$ cat src/rtl/clock_gate_defines.svh
// Register offsets, reset values and divider constants of the clock gating unit
`ifndef CLOCK_GATE_DEFINES_SVH
`define CLOCK_GATE_DEFINES_SVH

// Register indices; byte address is four times the index
`define CG_IDX_ENABLES    20'h40902
`define CG_IDX_STATUS     20'h40904
`define CG_IDX_RSVD_A     20'h40B00
`define CG_IDX_RSVD_B     20'h40B02

// Clock enable register
`define CG_ENABLES_RESET  16'h4003
`define CG_ENABLES_WMASK  16'hDFFB
`define CG_BIT_ESCAPE     4'hF
`define CG_BIT_DSP        4'hE
`define CG_BIT_RSVD_HI    4'hD
`define CG_BIT_RSVD_LO    4'h2
`define CG_BIT_SYS_IFACE  4'h1
`define CG_BIT_CPU        4'h0

// Clock tree factors and rates
`define CG_SYS_CLK_KHZ    3900
`define CG_CORE_CLK_KHZ   10000
`define CG_PRE_DIV        2'h2
`define CG_PLL_MULT       5'h14
`define CG_POST_DIV       2'h2

`endif

$ cat src/rtl/clock_gate_pkg.sv
// Types shared by the clock gating unit
package clock_gate_pkg;
   typedef logic [15:0] gate_vec_t;

   typedef enum logic [3:0] {
      SEL_NONE    = 4'b0001,
      SEL_ENABLES = 4'b0010,
      SEL_STATUS  = 4'b0100,
      SEL_RSVD    = 4'b1000
   } reg_sel_t;
endpackage

$ cat src/rtl/clock_gating_unit.sv
// Clock gating unit: per-block clock gates, clock tree dividers and AHB-Lite register slave
//
// Design decision made here: the AHB-Lite register port.
`include "clock_gate_defines.svh"

module clock_gating_unit
#(
   parameter int PRE_DIV = 2
) (
   input  wire logic                     CORE_CLK,
   input  wire logic                     RST_N,
   input  wire logic                     SYS_CLK_IN,
   input  wire logic                     HSEL,
   input  wire logic [31:0]              HADDR,
   input  wire logic [1:0]               HTRANS,
   input  wire logic                     HWRITE,
   input  wire logic [2:0]               HSIZE,
   input  wire logic [31:0]              HWDATA,
   input  wire logic                     HREADY,
   output logic      [31:0]              HRDATA,
   output logic                          HREADYOUT,
   output logic                          HRESP,
   output clock_gate_pkg::gate_vec_t     BLOCK_CLK,
   output logic                          PLL_REF_CLK,
   output logic      [4:0]               PLL_MULT,
   output logic      [1:0]               POST_DIV,
   output logic                          DSP_CLK_EN,
   output logic                          CPU_CLK_EN
);
   import clock_gate_pkg::*;

   localparam logic [31:0] ADDR_ENABLES = {10'h000, `CG_IDX_ENABLES, 2'b00};
   localparam logic [31:0] ADDR_STATUS  = {10'h000, `CG_IDX_STATUS, 2'b00};
   localparam logic [31:0] ADDR_RSVD_A  = {10'h000, `CG_IDX_RSVD_A, 2'b00};
   localparam logic [31:0] ADDR_RSVD_B  = {10'h000, `CG_IDX_RSVD_B, 2'b00};
   localparam logic [1:0]  PRE_LAST     = 2'(PRE_DIV - 1);

   logic        sys_level;
   logic        sys_prev_ff;
   logic        sys_edge;
   logic        sys_rise;
   gate_vec_t   clock_en_ff;
   gate_vec_t   nxt_clock_en;
   gate_vec_t   gate_latch_ff;
   gate_vec_t   nxt_gate_latch;
   gate_vec_t   nxt_block_clk;
   logic [1:0]  pre_cnt_ff;
   logic [1:0]  nxt_pre_cnt;
   logic        nxt_pll_ref;
   logic        wr_pend_ff;
   logic        nxt_wr_pend;
   reg_sel_t    wsel_ff;
   reg_sel_t    nxt_wsel;
   reg_sel_t    sel;
   logic        addr_valid;
   logic        en_write;
   logic [31:0] nxt_hrdata;

   // System clock arrives asynchronously to the core clock
   pin_sync u_sys_sync (
      .CORE_CLK  (CORE_CLK),
      .RST_N     (RST_N),
      .pin_in    (SYS_CLK_IN),
      .level_out (sys_level)
   );

   assign sys_edge = sys_level ^ sys_prev_ff;
   assign sys_rise = sys_level & ~sys_prev_ff;

   // Bus decode
   always_comb begin
      addr_valid = HSEL & HTRANS[1] & HREADY;
      unique case (HADDR)
         ADDR_ENABLES: sel = SEL_ENABLES;
         ADDR_STATUS:  sel = SEL_STATUS;
         ADDR_RSVD_A:  sel = SEL_RSVD;
         ADDR_RSVD_B:  sel = SEL_RSVD;
         default:      sel = SEL_NONE;
      endcase
      nxt_wr_pend = addr_valid & HWRITE;
      nxt_wsel    = addr_valid ? sel : SEL_NONE;
   end

   // Register write lands in the data phase; reserved bits never stick
   always_comb begin
      en_write     = wr_pend_ff & (wsel_ff == SEL_ENABLES);
      nxt_clock_en = en_write ? (HWDATA[15:0] & `CG_ENABLES_WMASK) : clock_en_ff;
   end

   // Read data is prepared in the address phase so the slave never waits;
   // a write still in its data phase is forwarded so back-to-back reads see it
   always_comb begin
      nxt_hrdata = HRDATA;
      if (addr_valid && !HWRITE) begin
         unique case (sel)
            SEL_ENABLES: nxt_hrdata = {16'h0000, nxt_clock_en};
            SEL_STATUS:  nxt_hrdata = {16'h0000, gate_latch_ff};
            SEL_RSVD:    nxt_hrdata = 32'h0000_0000;
            SEL_NONE:    nxt_hrdata = 32'h0000_0000;
         endcase
      end
   end

   always_ff @(posedge CORE_CLK or negedge RST_N) begin
      if (!RST_N) begin
         wr_pend_ff  <= 1'b0;
         wsel_ff     <= SEL_NONE;
         clock_en_ff <= `CG_ENABLES_RESET;
         HRDATA      <= 32'h0000_0000;
         HREADYOUT   <= 1'b1;
         HRESP       <= 1'b0;
      end else begin
         wr_pend_ff  <= nxt_wr_pend;
         wsel_ff     <= nxt_wsel;
         clock_en_ff <= nxt_clock_en;
         HRDATA      <= nxt_hrdata;
         HREADYOUT   <= 1'b1;
         HRESP       <= 1'b0;
      end
   end

   // Gate latch is open only in the low phase, so a high phase is never cut short
   always_comb begin
      nxt_gate_latch = sys_level ? gate_latch_ff : clock_en_ff;
   end

   // Each gate passes the buffered system clock only while its latched enable is set
   genvar gi;
   generate
      for (gi = 0; gi < 16; gi++) begin : g_gate
         assign nxt_block_clk[gi] = sys_level & gate_latch_ff[gi];
      end
   endgenerate

   // Pre-divider toggles after PRE_DIV system clock edges, dividing the rate by PRE_DIV
   always_comb begin
      nxt_pre_cnt = pre_cnt_ff;
      nxt_pll_ref = PLL_REF_CLK;
      if (sys_edge) begin
         if (pre_cnt_ff == PRE_LAST) begin
            nxt_pre_cnt = 2'h0;
            nxt_pll_ref = ~PLL_REF_CLK;
         end else begin
            nxt_pre_cnt = pre_cnt_ff + 2'h1;
         end
      end
   end

   // The PLL and its post-divider are analog/fast macros; this block feeds the
   // reference, sets the factors and gates the two core clocks
   always_ff @(posedge CORE_CLK or negedge RST_N) begin
      if (!RST_N) begin
         sys_prev_ff   <= 1'b0;
         gate_latch_ff <= `CG_ENABLES_RESET;
         BLOCK_CLK     <= 16'h0000;
         pre_cnt_ff    <= 2'h0;
         PLL_REF_CLK   <= 1'b0;
         PLL_MULT      <= `CG_PLL_MULT;
         POST_DIV      <= `CG_POST_DIV;
         DSP_CLK_EN    <= 1'b0;
         CPU_CLK_EN    <= 1'b0;
      end else begin
         sys_prev_ff   <= sys_level;
         gate_latch_ff <= nxt_gate_latch;
         BLOCK_CLK     <= nxt_block_clk;
         pre_cnt_ff    <= nxt_pre_cnt;
         PLL_REF_CLK   <= nxt_pll_ref;
         PLL_MULT      <= `CG_PLL_MULT;
         POST_DIV      <= `CG_POST_DIV;
         DSP_CLK_EN    <= gate_latch_ff[`CG_BIT_DSP];
         CPU_CLK_EN    <= gate_latch_ff[`CG_BIT_CPU];
      end
   end

   // Checks
   logic first_ff;
   always_ff @(posedge CORE_CLK or negedge RST_N) begin
      if (!RST_N) begin
         first_ff <= 1'b1;
      end else begin
         first_ff <= 1'b0;
      end
   end

   AST_RESET_VALUE: assert property (@(posedge CORE_CLK) disable iff (!RST_N)
      first_ff |-> (clock_en_ff == 16'h4003 && gate_latch_ff == 16'h4003))
      else $error("Enable register left reset with wrong value");
   AST_GATE_PASSES: assert property (@(posedge CORE_CLK) disable iff (!RST_N)
      (gate_latch_ff[1] && sys_level) |=> BLOCK_CLK[1])
      else $error("Enabled gate did not pass system clock high");
   AST_GATE_STOPS: assert property (@(posedge CORE_CLK) disable iff (!RST_N)
      (!gate_latch_ff[5] && !sys_level) ##1 !gate_latch_ff[5] |-> !BLOCK_CLK[5] ##1 !BLOCK_CLK[5])
      else $error("Disabled gate clock not held low");
   AST_NO_RUNT: assert property (@(posedge CORE_CLK) disable iff (!RST_N)
      $rose(BLOCK_CLK[5]) |-> $past(sys_rise))
      else $error("Gated clock rose away from a system clock rising edge");
   AST_FOLLOW_SYS: assert property (@(posedge CORE_CLK) disable iff (!RST_N)
      (BLOCK_CLK & ~{16{$past(sys_level)}}) == 16'h0000)
      else $error("Gated clock high while system clock low");
   AST_LATCH_CLOSED: assert property (@(posedge CORE_CLK) disable iff (!RST_N)
      sys_level |=> $stable(gate_latch_ff))
      else $error("Gate latch changed in high phase");
   AST_LATCH_OPEN: assert property (@(posedge CORE_CLK) disable iff (!RST_N)
      !sys_level |=> gate_latch_ff == $past(clock_en_ff))
      else $error("Gate latch not transparent in low phase");
   AST_PREDIV: assert property (@(posedge CORE_CLK) disable iff (!RST_N)
      $changed(PLL_REF_CLK) |-> $past(sys_edge) && $past(pre_cnt_ff) == PRE_LAST)
      else $error("Pre-divider toggled off its count");
   AST_FACTORS: assert property (@(posedge CORE_CLK) disable iff (!RST_N)
      !first_ff |-> PLL_MULT == 5'h14 && POST_DIV == 2'h2)
      else $error("PLL factors wrong");
   AST_RESERVED: assert property (@(posedge CORE_CLK) disable iff (!RST_N)
      !clock_en_ff[13] && !clock_en_ff[2])
      else $error("Reserved enable bit set");

   COV_WRITE_EN: cover property (@(posedge CORE_CLK) disable iff (!RST_N) en_write);
   COV_GATE_ON: cover property (@(posedge CORE_CLK) disable iff (!RST_N) $rose(BLOCK_CLK[5]));
   COV_GATE_OFF: cover property (@(posedge CORE_CLK) disable iff (!RST_N) $fell(gate_latch_ff[14]));
   COV_REF_RISE: cover property (@(posedge CORE_CLK) disable iff (!RST_N) $rose(PLL_REF_CLK));
endmodule

$ cat src/rtl/pin_sync.sv
// Four-stage synchroniser for a pin; no agreement filter, as a system clock phase may hold one core sample
module pin_sync (
   input  wire logic CORE_CLK,
   input  wire logic RST_N,
   input  wire logic pin_in,
   output logic      level_out
);
   logic s1_ff;
   logic s2_ff;
   logic s3_ff;
   logic nxt_level;

   always_comb begin
      nxt_level = s3_ff;
   end

   always_ff @(posedge CORE_CLK or negedge RST_N) begin
      if (!RST_N) begin
         s1_ff     <= 1'b0;
         s2_ff     <= 1'b0;
         s3_ff     <= 1'b0;
         level_out <= 1'b0;
      end else begin
         s1_ff     <= pin_in;
         s2_ff     <= s1_ff;
         s3_ff     <= s2_ff;
         level_out <= nxt_level;
      end
   end
endmodule

$ cat config.mk
export PLATFORM = sky130hd
export DESIGN_NAME = clock_gating_unit
export DESIGN_NICKNAME = d
export VERILOG_FILES = /design/src/rtl/clock_gate_pkg.sv /design/src/rtl/clock_gating_unit.sv /design/src/rtl/pin_sync.sv
export VERILOG_INCLUDE_DIRS = /design/src /design/src/rtl
export SDC_FILE = /design/constraint.sdc
export NUM_CORES = 1
export LEC_CHECK = 0
export BUFFER_PORTS_ARGS = -buffer_cell sky130_fd_sc_hd__buf_2
export CELL_PAD_IN_SITES_DETAIL_PLACEMENT = 0
export CELL_PAD_IN_SITES_GLOBAL_PLACEMENT = 1
export CORE_UTILIZATION = 34
export DETAILED_ROUTE_END_ITERATION = 7
export GPL_TIMING_DRIVEN = 0
export PLACE_DENSITY_LB_ADDON = 0.1
export SYNTH_ARGS = -nofsm -noshare
export SYNTH_HDL_FRONTEND = slang
export SYNTH_SLANG_ARGS = --single-unit
$ cat constraint.sdc
create_clock -name CORE_CLK -period 1.63 [get_ports CORE_CLK]
set_clock_uncertainty 0.15 [all_clocks]
set_input_delay 0.326 -clock CORE_CLK [delete_from_list [all_inputs] [get_ports CORE_CLK]]
set_output_delay 0.326 -clock CORE_CLK [all_outputs]
set_load 0.1 [all_outputs]
=== Yosys cells after proc, flatten, opt, wreduce, memory -nomap -nowiden ===
Cells that the tools add are included.
W data, S select, Z words.

* Multiplexer cells: 5
* Equality and inequality tests: 10
* Reduce and logical (&&, ||, !) cells: 5
* $add $sub $neg: 1
* Bitwise logic cells: 22

{| class="wikitable"
|+ Operator list
! kind !! count
|-
| $eq A32 B21 Y1 const B || 4
|-
| $pmux W32 S3 || 1
|-
| $and A1 B1 Y1 || 20
|-
| $mux W16 || 1
|-
| $pmux W4 S3 || 1
|-
| $eq A4 B2 Y1 const B || 2
|-
| $eq A4 B1 Y1 const B || 1
|-
| $eq A4 B3 Y1 const B || 1
|-
| $eq A4 B4 Y1 const B || 1
|-
| $mux W4 || 1
|-
| $reduce_or A2 Y1 || 2
|-
| $add A2 B1 Y2 const B || 1
|-
| $eq A2 B1 Y1 const B || 1
|-
| $mux W2 || 1
|-
| $reduce_and A2 Y1 || 1
|-
| $logic_and A1 B1 Y1 || 1
|-
| $logic_not A1 Y1 || 1
|-
| $not A1 Y1 || 1
|-
| $xor A1 B1 Y1 || 1
|}

* Register bits: 95
* Output and inout bits: 60
* Logic and storage cells: 58
* Input port bits: 75

=== Longest topological paths before layout ===
Gate-level depths: netlist (run 1).

* Depth after elaboration: 6
* Depth in mapped cells: 6
* Mapped depth without buffers: 4

=== Modules after synthesis ===
From an unflattened synthesis (run 1), not the netlist that was laid out.

* Cell total of the unflattened synthesis: 265
* Area total of the unflattened synthesis: 3368.2 um^2

{| class="wikitable"
|+ By module, submodules not included
! module !! area an instance (um^2) !! sequential area each (um^2) !! cells each !! instances
|-
| clock_gating_unit || 3268.1 || 1885.6 || 261 || 1
|-
| pin_sync || 100.1 || 100.1 || 4 || 1
|}

=== Least setup slack after synthesis (run 1) ===
No wires, ideal clock.

* Kind: register -> register
* From: register wsel_ff[3]
* To: register HRDATA[10]
* Data required time: 1.360 ns
* Buffers on the path: 2
* Cell stages (with the launch flop): 7
* Arrival: 1.505 ns
* Period minus slack after synthesis: 1.775 ns
* Library setup time: 0.120 ns
* Path slack: -0.145 ns
* Cell sequence: dfrtp_1 > nor2_1 > and4b_1 > buf_2 > buf_2 > mux2_1 > a31o_1

* Word-level cells in the longest chain between the ends: 4

{| class="wikitable"
|+ Ends and longest elaborated chain
! item !! line !! source
|-
| start: declaration || clock_gating_unit.sv:52 || <nowiki>reg_sel_t wsel_ff;</nowiki>
|-
| start signal: assignment || clock_gating_unit.sv:114 || <nowiki>wsel_ff <= nxt_wsel;</nowiki>
|-
| $eq A4 B2 Y1 || clock_gating_unit.sv:86 || <nowiki>en_write = wr_pend_ff & (wsel_ff == SEL_ENABLES);</nowiki>
|-
| $and A1 B1 Y1 || clock_gating_unit.sv:86 ||
|-
| $mux W16 || clock_gating_unit.sv:87 || <nowiki>nxt_clock_en = en_write ? (HWDATA[15:0] & `CG_ENABLES_WMASK) : clock_en_ff;</nowiki>
|-
| net nxt_clock_en[10] || clock_gating_unit.sv:43 || <nowiki>gate_vec_t nxt_clock_en;</nowiki>
|-
| $pmux W32 S3 || clock_gating_unit.sv:95 || <nowiki>unique case (sel)</nowiki>
|-
| end signal: assignment || clock_gating_unit.sv:116 || <nowiki>HRDATA <= nxt_hrdata;</nowiki>
|-
| end: declaration || clock_gating_unit.sv:20 || <nowiki>output logic [31:0] HRDATA,</nowiki>
|}

The timed path passes the listed nets, and every way through them passes these cells. The select of a mux whose other input is x is not followed.
A chain may end at the register's enable or synchronous reset.

=== Worst setup path after layout (run 1) ===
* From: register wsel_ff[0]
* To: register HRDATA[2]

* Word-level cells in the longest chain between the ends: 4

{| class="wikitable"
|+ Ends and longest elaborated chain
! item !! line
|-
| $eq A4 B2 Y1 || clock_gating_unit.sv:86
|-
| $and A1 B1 Y1 || clock_gating_unit.sv:86
|-
| $mux W16 || clock_gating_unit.sv:87
|-
| $pmux W32 S3 || clock_gating_unit.sv:95
|}

No other way between the ends. The select of a mux whose other input is x is not followed.

==> metrics.cfg, run 1 <==
[setup_path]
cpPeakStageDelay_ns = 0.52
cp-start-kind = flop
critPathCaptureType = flop
critical-path-top-delay-family = simple AND/OR/NAND/NOR gates
crit_slowest_cell = dfstp_2
required_ns = 1.74
path_max_fanout = 10
cp_cell_sequence = and4b_1, buf_6, buf_12, or3b_1, o211ai_1
crit_buf_inv = 2
arrival_ns = 1.86
worstSetupPathType = flop to flop

[clock_tree]
cts_buffer_depth = 2
cts_tree = built
clockRootBuffer = clkbuf_8
cts_sinks = 79
numCtsBuffers = 9
cts_max_level = 3
clock_latency_ns = 0.35
path_clk_slew_ns = 0.08

[timing]
worstMarginPinSlew_ns = 0.517
report.final.slew_viol_count = 0
rsz0062_at_grt = true
finalSetupTns_ns = -1.40
fmax_ghz = 0.573
hold_viol = 0
slew_headroom_pct = 65.6
min_period_ns = 1.75
finalWorstSetupSlack_ns = -0.115
final.period_utilization_pct = 107
setup_viol = 15

[routing]
drt_first_iter_violations = 57
firstDrtPassIters = 4
wirelength_mm = 7.68
wire_per_inst_microns = 14.2
ant_nets = 0
via_per_inst = 4.45
drc = 0
vias = 2412

[synthesis]
synth_cell_type_count = 35
avgSynthCellArea_sq_um = 12.9
synth-seq-cells = 79
synth_area_leaders = dfrtp_1 51%, mux2_2 7.6%, buf_4 5.3%
yosys_warnings = 0
async_reset_ff_share_pct = 100
ys_dominant_reg_cell = dfrtp_1
synth_top_area_cell = dfrtp_1
synth_top_area_share_pct = 50.9
syn_inst = 275
synth_edf_count = 0
synth_seq_area_share_pct = 56.1
synth_most_common_cell = dfrtp_1
syn-cell-area_sq_um = 3540
yosys-top-cells-count = 72 x dfrtp_1, 25 x buf_4, 24 x mux2_2

[floorplanning]
die-area_sq_um = 10800
fp.dieW_microns = 104
initial_core_util_pct = 35.7
num_rows = 36
io-pin-count = 135
die_h_microns = 104
core_sq_um = 9910

[power]
power.leakage_nw = 2.38
powerDensity_nw_per_um2 = 875
ir_drop_mv = 0.380

[cells_and_area]
syn_to_final_growth_pct = 31.7
drive_gt1_share_pct = 49.4
diodes = 0
n_fill_cell = 945
fin_nets = 479
instances_no_fill = 542

[placed_design]
place_congestion = 0.749
portBuffers = 87
dp_hpwl_mm = 5.39
dp_cells = 519

[grt]
grt_pass1_wl_mm = 12.8
grt_pass1_vias = 2494
grt_antenna_before_repair = 0
grt_max_degree = 50
track_usage_pct = 15.3
grt_overflow = 0

[job]
cap_viol_max_count = 0

[min_path]
hold_class = input port to flop

[run_status]
status = finished, violations left
violations = negative setup slack

## repair_timing
| item | in CTS | in global routing |
|---|---|---|
| endpoints found under the setup margin | 43 | 32 |
| pin swaps | 1 | 3 |
| cloned | 0 | 0 |
| gates resized for setup | 18 | 16 |
| hold buffers | 2 | 0 |
| setup buffers | 3 | 2 |
| endpoints found under the hold margin | 31 | 0 |
## cells by family (layout without fill, tap and decap cells)
kind of cell           after synthesis  after routing  synth area share [%]
AO/OA/AOI/OAI                       30             30                  9.48
multiplexers                        30             30                  9.55
XOR/XNOR                             4              4                 0.990
buffers and inverters               54            165                  8.80
other                                2             25                 0.212
flip-flops                          79             79                  56.1
AND/OR/NAND/NOR                     76             76                  14.9
## state kept, by name (all words and copies together) (netlist names)
name,count
u_sys_sync.s2_ff,1
wr_pend_ff,1
gate_latch_ff,16
DSP_CLK_EN,1
clock_en_ff,16
u_sys_sync.s1_ff,1
pre_cnt_ff,2
u_sys_sync.level_out,1
PLL_REF_CLK,1
BLOCK_CLK,16
u_sys_sync.nxt_level,1
HRDATA,16
CPU_CLK_EN,1
sys_prev_ff,1
wsel_ff,4
## worst paths after layout
kind | start | endpoint | slack, ns | depth (start not counted)
max reg2reg | wsel_ff[0] | HRDATA[2] | -0.12 | 5
max | wsel_ff[0] | HRDATA[2] | -0.12 | 5
min | HWDATA[12] | clock_en_ff[12] | 0.07 | 2
min reg2reg | u_sys_sync.s1_ff | u_sys_sync.s2_ff | 0.20 | 0
max in group asynchronous | RST_N | gate_latch_ff[14] | 0.37 | 3
min in group asynchronous | RST_N | BLOCK_CLK[1] | 0.32 | 2
## through the flow
stage | worst slack, ns | total power [W] | area [sq um] | hold WS (ns) | utilization [%]
after CTS | -0.146 | 0.00411 | 4600 | 0.0566 | 46.4
final | -0.115 | 0.00408 | 4660 | 0.0725 | 47.0
after global placement | -0.536 | 0.00266 | 4300 | 0.185 | 43.3
after detailed placement | -0.504 | 0.00268 | 4330 | 0.146 | 43.6
after floorplan | -0.0406 | 0.00251 | 3690 | -0.120 | -
after global routing | -0.183 | 0.00423 | 4660 | 0.0685 | 47.0
## layer usage
metal	track usage, %	wire (microns)	part of all wire [%]
met5	0	0	0
met2	25.2	3620	47
met1	19.5	3610	47
met3	2.76	348	4.5
met4	6.73	95	1.2
## worst reg2reg max path, delay by kind of cell, from the launching register on
family | cells | cell delay (ns)
AND/OR/NAND/NOR | 2 | 0.54
flip-flops | 1 | 0.52
buffers and inverters | 2 | 0.28
AO/OA/AOI/OAI | 1 | 0.17
## cell usage in the layout (no fill, tap or decap), types with 3 or more instances in the layout
cell      synthesis  layout
buf_2             6      71
a31o_1           14      14
and2_1           18      18
nor2b_1           4       4
clkinv_2          0       3
nor4b_4           3       3
nand4_1           4       4
inv_1            16      16
nor4_4            2       3
o41ai_1           4       4
nor3_1            3       3
nand2_1          19      19
clkbuf_4          0       7
buf_6             1       3
xor2_1            3       3
mux2_4            0      10
mux2_2           24      20
clkbuf_1          6       4
dfrtp_1          72      72
o41ai_2          10      10
dfstp_2           7       7
nor2_1            7       5
conb_1            2      25
clkbuf_8          0       9
nand3_1           3       3
buf_4            25      45
## final cells by class
class                   instances  area [sq um]  share of cell area [%]
inverters                      16          60.1                    1.29
clock buffers                  10           128                    2.74
clock inverters                 6          61.3                    1.32
multi-input cells             165          1400                    30.0
well taps                     133           166                    3.57
plain buffers                  38           293                    6.28
flip-flops and latches         79          1990                    42.6
repair buffers                 95           566                    12.1
## report_power, final
group	internal [W]	leakage [nW]	switching, W	total, W
combinational	0.000158	1.22	0.000486	0.000644
sequential	0.00199	1.06	0.0000197	0.00201
clock	0.000703	0.0960	0.000719	0.00142
Note: power is estimated with default switching activity, not from simulation.
==> run 2: changes to the inputs <==
Settings changed: RECOVER_POWER set to 50.
==> run 2 against run 1 <==
The flow still finishes with violations (negative setup slack). Routed wire length barely moved. Setup slack did not move. Fmax did not move. Register-to-register slack barely moved. Cell area fell by 0.11%. Via count did not move. Non-clock buffer count did not move.
==> metrics.cfg, run 2 (synthesized netlist as in run 1, its figures left out) <==
[timing]
setup_viol = 15
hold-worst-slack_ns = 0.0725
final.period_utilization_pct = 107
min_period_ns = 1.75
fmax_ghz = 0.573
finalWorstSetupSlack_ns = -0.115
hold_viol = 0
slew_headroom_pct = 45.2
worstMarginPinSlew_ns = 0.822
rsz0062_at_grt = true
report.final.slew_viol_count = 0

[clock_tree]
cts_sinks = 79
clockRootBuffer = clkbuf_8
cts_buffer_depth = 2
path_clk_slew_ns = 0.08
numCtsBuffers = 9
clock_latency_ns = 0.35
cts_max_level = 3
cts_tree = built

[setup_path]
critPathCaptureType = flop
r2r_cells = 5
ff2ff_setup_slack_ns = -0.12
path_max_fanout = 10
r2r_start = wsel_ff[0]
worstSetupPathType = flop to flop
arrival_ns = 1.86
cp-start-kind = flop
required_ns = 1.74
r2r_end = HRDATA[2]

[grt]
grt_antenna_before_repair = 0
grt_most_used_layer = met2
grt_pass1_wl_mm = 12.8
grt_max_degree = 50
met1_usage_pct = 19.5
grt_use_met3_pct = 2.76
use_met2_pct = 25.2
grt_overflow = 0
track_usage_pct = 15.3
grt_pass1_vias = 2494

[floorplanning]
io-pin-count = 135
initial_core_util_pct = 35.7
fp.dieW_microns = 104
core_sq_um = 9910
die_h_microns = 104
num_rows = 36
die-area_sq_um = 10800

[cells_and_area]
seq_area_sq_um = 1990
final_cell_mix = 72 x dfrtp_1, 70 x buf_2, 44 x buf_4, 25 x conb_1, 20 x mux2_2
syn_to_final_growth_pct = 31.5
multi_input_area_sq_um = 1400
layout_commonest_cell = dfrtp_1
fin_nets = 479
n_fill_cell = 947
diodes = 0
instances_no_fill = 542
fin_area_sq_um = 4650
drive_gt1_share_pct = 49.1

[routing]
ant_nets = 0
wire_per_inst_microns = 14.2
wirelength_mm = 7.67
firstDrtPassIters = 4
drt_first_iter_violations = 57
via_per_inst = 4.45
vias = 2412
drc = 0

[power]
switching_share_pct = 30.0
powerDensity_nw_per_um2 = 876
pwr-share-comb_pct = 15.8
p_int_w = 0.00285
seqPwrFrac_pct = 49.4
power.leakage_nw = 2.38
p_sw_w = 0.00122
ir_drop_mv = 0.380
pwr-share-clk_pct = 34.9

[placed_design]
portBuffers = 87
place_congestion = 0.749
placed_cell_area_sq_um = 4330
post-place-ws_ns = -0.504
dp_cells = 519
dp_hpwl_mm = 5.39

[run_status]
status = finished, violations left
violations = negative setup slack

[min_path]
hold_class = input port to flop
hp-start = HWDATA[12]
holdPathStages = 2
hold_end = clock_en_ff[12]

[job]
cap_viol_max_count = 0

-- run 2: cell types whose count changed in the layout (fill, tap and decap cells not counted), sizes merged --
cell,change
buf,-2
clkbuf,+2
-- run 2: worst max path at each step --
stage                     from       endpoint  depth (start not counted)
floorplan             HADDR[1]     HRDATA[13]                          5
global placement         RST_N  BLOCK_CLK[13]                          1
detailed placement      HWRITE      HRDATA[4]                          5
CTS                 wsel_ff[0]      HRDATA[2]                          5
global route        wsel_ff[0]      HRDATA[2]                          5
finish              wsel_ff[0]      HRDATA[2]                          5
-- run 2: power groups by stage --
| stage | logic (W) | clock network [W] | registers, W |
|---|---|---|---|
| after floorplan | 0.000370 | 0 | 0.00214 |
| after global placement | 0.000615 | 0 | 0.00205 |
| after detailed placement | 0.000630 | 0 | 0.00205 |
| after CTS | 0.000645 | 0.00146 | 0.00201 |
| after global routing | 0.000679 | 0.00153 | 0.00202 |
| final | 0.000643 | 0.00142 | 0.00201 |
-- run 2: routing by layer --
layer  up-vias  wire length, microns  part of all wire (%)
li1       1164                     -                     -
met1      1152                  3610                    47
met2        89                  3620                    47
met3         7                   348                   4.5
met4         0                    95                   1.2
met5         -                     0                     0
-- run 2: area by class of cell --
cell class	count	area share, %
buffer	38	6.24
timing repair buffer	95	12.1
inverter	16	1.29
clock inverter	6	1.32
sequential	79	42.7
clock buffer	10	2.74
multi-input combinational	165	30.1
tap	133	3.58
-- run 2: through the flow --
| stage | setup TNS (ns) | power (W) | util [%] |
|---|---|---|---|
| 3_5_place_dp | -10.36 | 0.00268 | 43.6 |
| 4_1_cts | -1.40 | 0.00411 | 46.4 |
| 2_1_floorplan | -0.361 | 0.00251 | - |
| 5_1_grt | -3.67 | 0.00423 | 47.0 |
| 6_report | -1.40 | 0.00408 | 47.0 |
| 3_3_place_gp | -48.71 | 0.00266 | 43.3 |
-- run 2: critical path: stages, from the launching register on --
cell	delay, ns
dfstp_2	0.52
and4b_1	0.19
buf_6	0.13
buf_12	0.14
or3b_1	0.35
o211ai_1	0.17
-- run 2: repair_timing --
item                       CTS  global route
setup buffers                3             2
hold endpoints to repair    31             0
pin swaps                    1             3
resized for setup           18            16
setup endpoints to repair   43            32
hold buffers                 2             0
==> run 3: changes to the inputs <==
Settings changed: ABC_AREA set to 1, CORE_UTILIZATION 34 to 32.
==> run 3 against run 2 <==
Cell count is 27% higher. The run ends with design-rule violations left. Fmax up 9.6%. Die area increased by 7.0%. Utilization down 4.1 points. Routed wire length up 6.0%. Flip-flop and latch count unchanged. First-iteration DRC count grew to 2.8 times the previous value. Worst hold slack worse by 0.026 ns. Synthesized cell count up 51%.
==> metrics.cfg, run 3 <==
[run_status]
status = finished, violations left
violations = design-rule violations

[timing]
setup_viol = 0
final.period_utilization_pct = 97.7
report.final.slew_viol_count = 0
min_period_ns = 1.59
finalSetupTns_ns = 0
rsz0062_at_grt = false
fmax_ghz = 0.628
hold_viol = 0
hold-worst-slack_ns = 0.0465

[clock_tree]
numCtsBuffers = 9
clockRootBuffer = clkbuf_8
clock_latency_ns = 0.35
cts_buffer_depth = 2
path_clk_slew_ns = 0.08
cts_max_level = 3
cts_tree = built
cts_sinks = 79

[power]
powerDensity_nw_per_um2 = 1030
ir_drop_mv = 0.705
power.leakage_nw = 2.74

[routing]
wl_met3_microns = 412
wl_met1_mm = 3.87
via_per_inst = 4.09
highest_layer = met4
firstDrtPassIters = 6
ant_nets = 0
drc = 2
drt_first_iter_violations = 162
met2_length_mm = 3.79
vias = 2809
wirelength_mm = 8.13
wire_per_inst_microns = 11.9

[synthesis]
synth_top_area_share_pct = 50.5
synth_cell_type_count = 22
avgSynthCellArea_sq_um = 8.60
ys_dominant_reg_cell = dfrtp_1
synth-seq-cells = 79
synth_seq_area_share_pct = 55.7
synth_most_common_cell = nand2_1
syn-cell-area_sq_um = 3570
synth_top_area_cell = dfrtp_1
async_reset_ff_share_pct = 100
yosys_warnings = 0
yosys-top-cells-count = 159 x nand2_1, 72 x dfrtp_1, 45 x inv_1
synth_area_leaders = dfrtp_1 51%, nand2_1 17%, buf_4 5.7%
syn_inst = 415
synth_edf_count = 0

[cells_and_area]
instances_no_fill = 686
final_util_pct = 42.8
n_fill_cell = 1099
syn_to_final_growth_pct = 30.2
multi_input_area_sq_um = 1210
final_cell_mix = 159 x nand2_1, 75 x buf_2, 72 x dfrtp_1, 45 x inv_1
fin_nets = 617
layout_commonest_cell = nand2_1
seq_area_sq_um = 1990
drive_gt1_share_pct = 29.9
diodes = 0

[grt]
grt_overflow = 0
grt_max_degree = 64
grt_pass1_wl_mm = 13.3
grt_pass1_vias = 2677
grt_antenna_before_repair = 0
track_usage_pct = 15.3

[setup_path]
cp-start-kind = flop
path_max_fanout = 1
crit_buf_inv = 1
required_ns = 1.15
worstSetupPathType = flop to output pin
critical-path-top-delay-family = buffers and inverters
cp_cell_sequence = buf_2
crit_slowest_cell = buf_2
arrival_ns = 1.12
cpPeakStageDelay_ns = 0.43
critPathCaptureType = output pin

[floorplanning]
num_rows = 38
io-pin-count = 135
fp.dieW_microns = 108
die_h_microns = 108
die-area_sq_um = 11600
core_sq_um = 10800
initial_core_util_pct = 32.9

[placed_design]
place_congestion = 0.738
dp_hpwl_mm = 5.70
dp_cells = 666
portBuffers = 87

[job]
cap_viol_max_count = 0

[min_path]
hold_class = input port to flop

run 3: cell count changes in the layout (fill, tap and decap cells not counted), moves of 5 or more:
cell      change
o41ai_2      -10
nand2_1     +140
a31o_1       -14
nor2_1       +15
and2_1       -18
clkbuf_4     +10
buf_4        -10
inv_1        +29
buf_2         +5
nand4_1      +13
nand3_1      +31
mux2_2       -20
mux2_4       -10
run 3: what timing repair did:
| action | 4_1_cts | 5_1_grt |
|---|---|---|
| hold endpoints to repair | 17 | 0 |
| hold buffers | 2 | 0 |
| setup buffers | 0 | 4 |
| pin swaps | 0 | 3 |
| resized for setup | 4 | 18 |
| endpoints found under the setup margin | 22 | 24 |
run 3: final cells by class:
type / count / area share, %
well taps: 140 / 3.77
repair buffers: 94 / 12.0
clock inverters: 3 / 1.94
inverters: 49 / 3.96
flip-flops and latches: 79 / 42.8
multi-input cells: 271 / 26.1
clock buffers: 12 / 3.34
plain buffers: 38 / 6.22
run 3: logic make-up after synthesis:
group	after synthesis	share of synthesized area (%)
xor+xnor	3	0.737
buf+inv	88	13.0
compound gates	2	0.281
simple gates	241	30.1
other cells	2	0.211
flops	79	55.7
run 3: per-layer routing:
metal  GRT usage (%)  up-vias
li1                -     1477
met5               0        -
met1            20.4     1233
met2            24.2       90
met4            5.58        0
met3            3.57        9
run 3: stage by stage:
stage	area [sq um]	setup WS [ns]	total power [W]
after floorplan	3650	0.220	0.00283
after global placement	4260	-0.552	0.00302
after detailed placement	4290	-0.139	0.00303
after CTS	4570	0.00235	0.00483
after global routing	4640	0.00492	0.00497
final	4640	0.0377	0.00478
run 3: power by group:
group / total (W) / switching, W / internal, W
registers: 0.00208 / 0.0000366 / 0.00204
logic: 0.000913 / 0.000730 / 0.000183
clock network: 0.00178 / 0.000691 / 0.00109
run 3: worst paths after layout:
check / startpoint / endpoint / slack (ns) / cells past startpoint
setup / recovery: BLOCK_CLK[3] / BLOCK_CLK[3] / 0.04 / 1
hold / removal: HWRITE / wr_pend_ff / 0.05 / 3
setup reg to reg: wsel_ff[2] / HRDATA[3] / 0.11 / 8
hold reg to reg: u_sys_sync.nxt_level / u_sys_sync.level_out / 0.20 / 0
max in group asynchronous: RST_N / gate_latch_ff[14] / 0.32 / 3
min in group asynchronous: RST_N / pre_cnt_ff[1] / 0.30 / 2
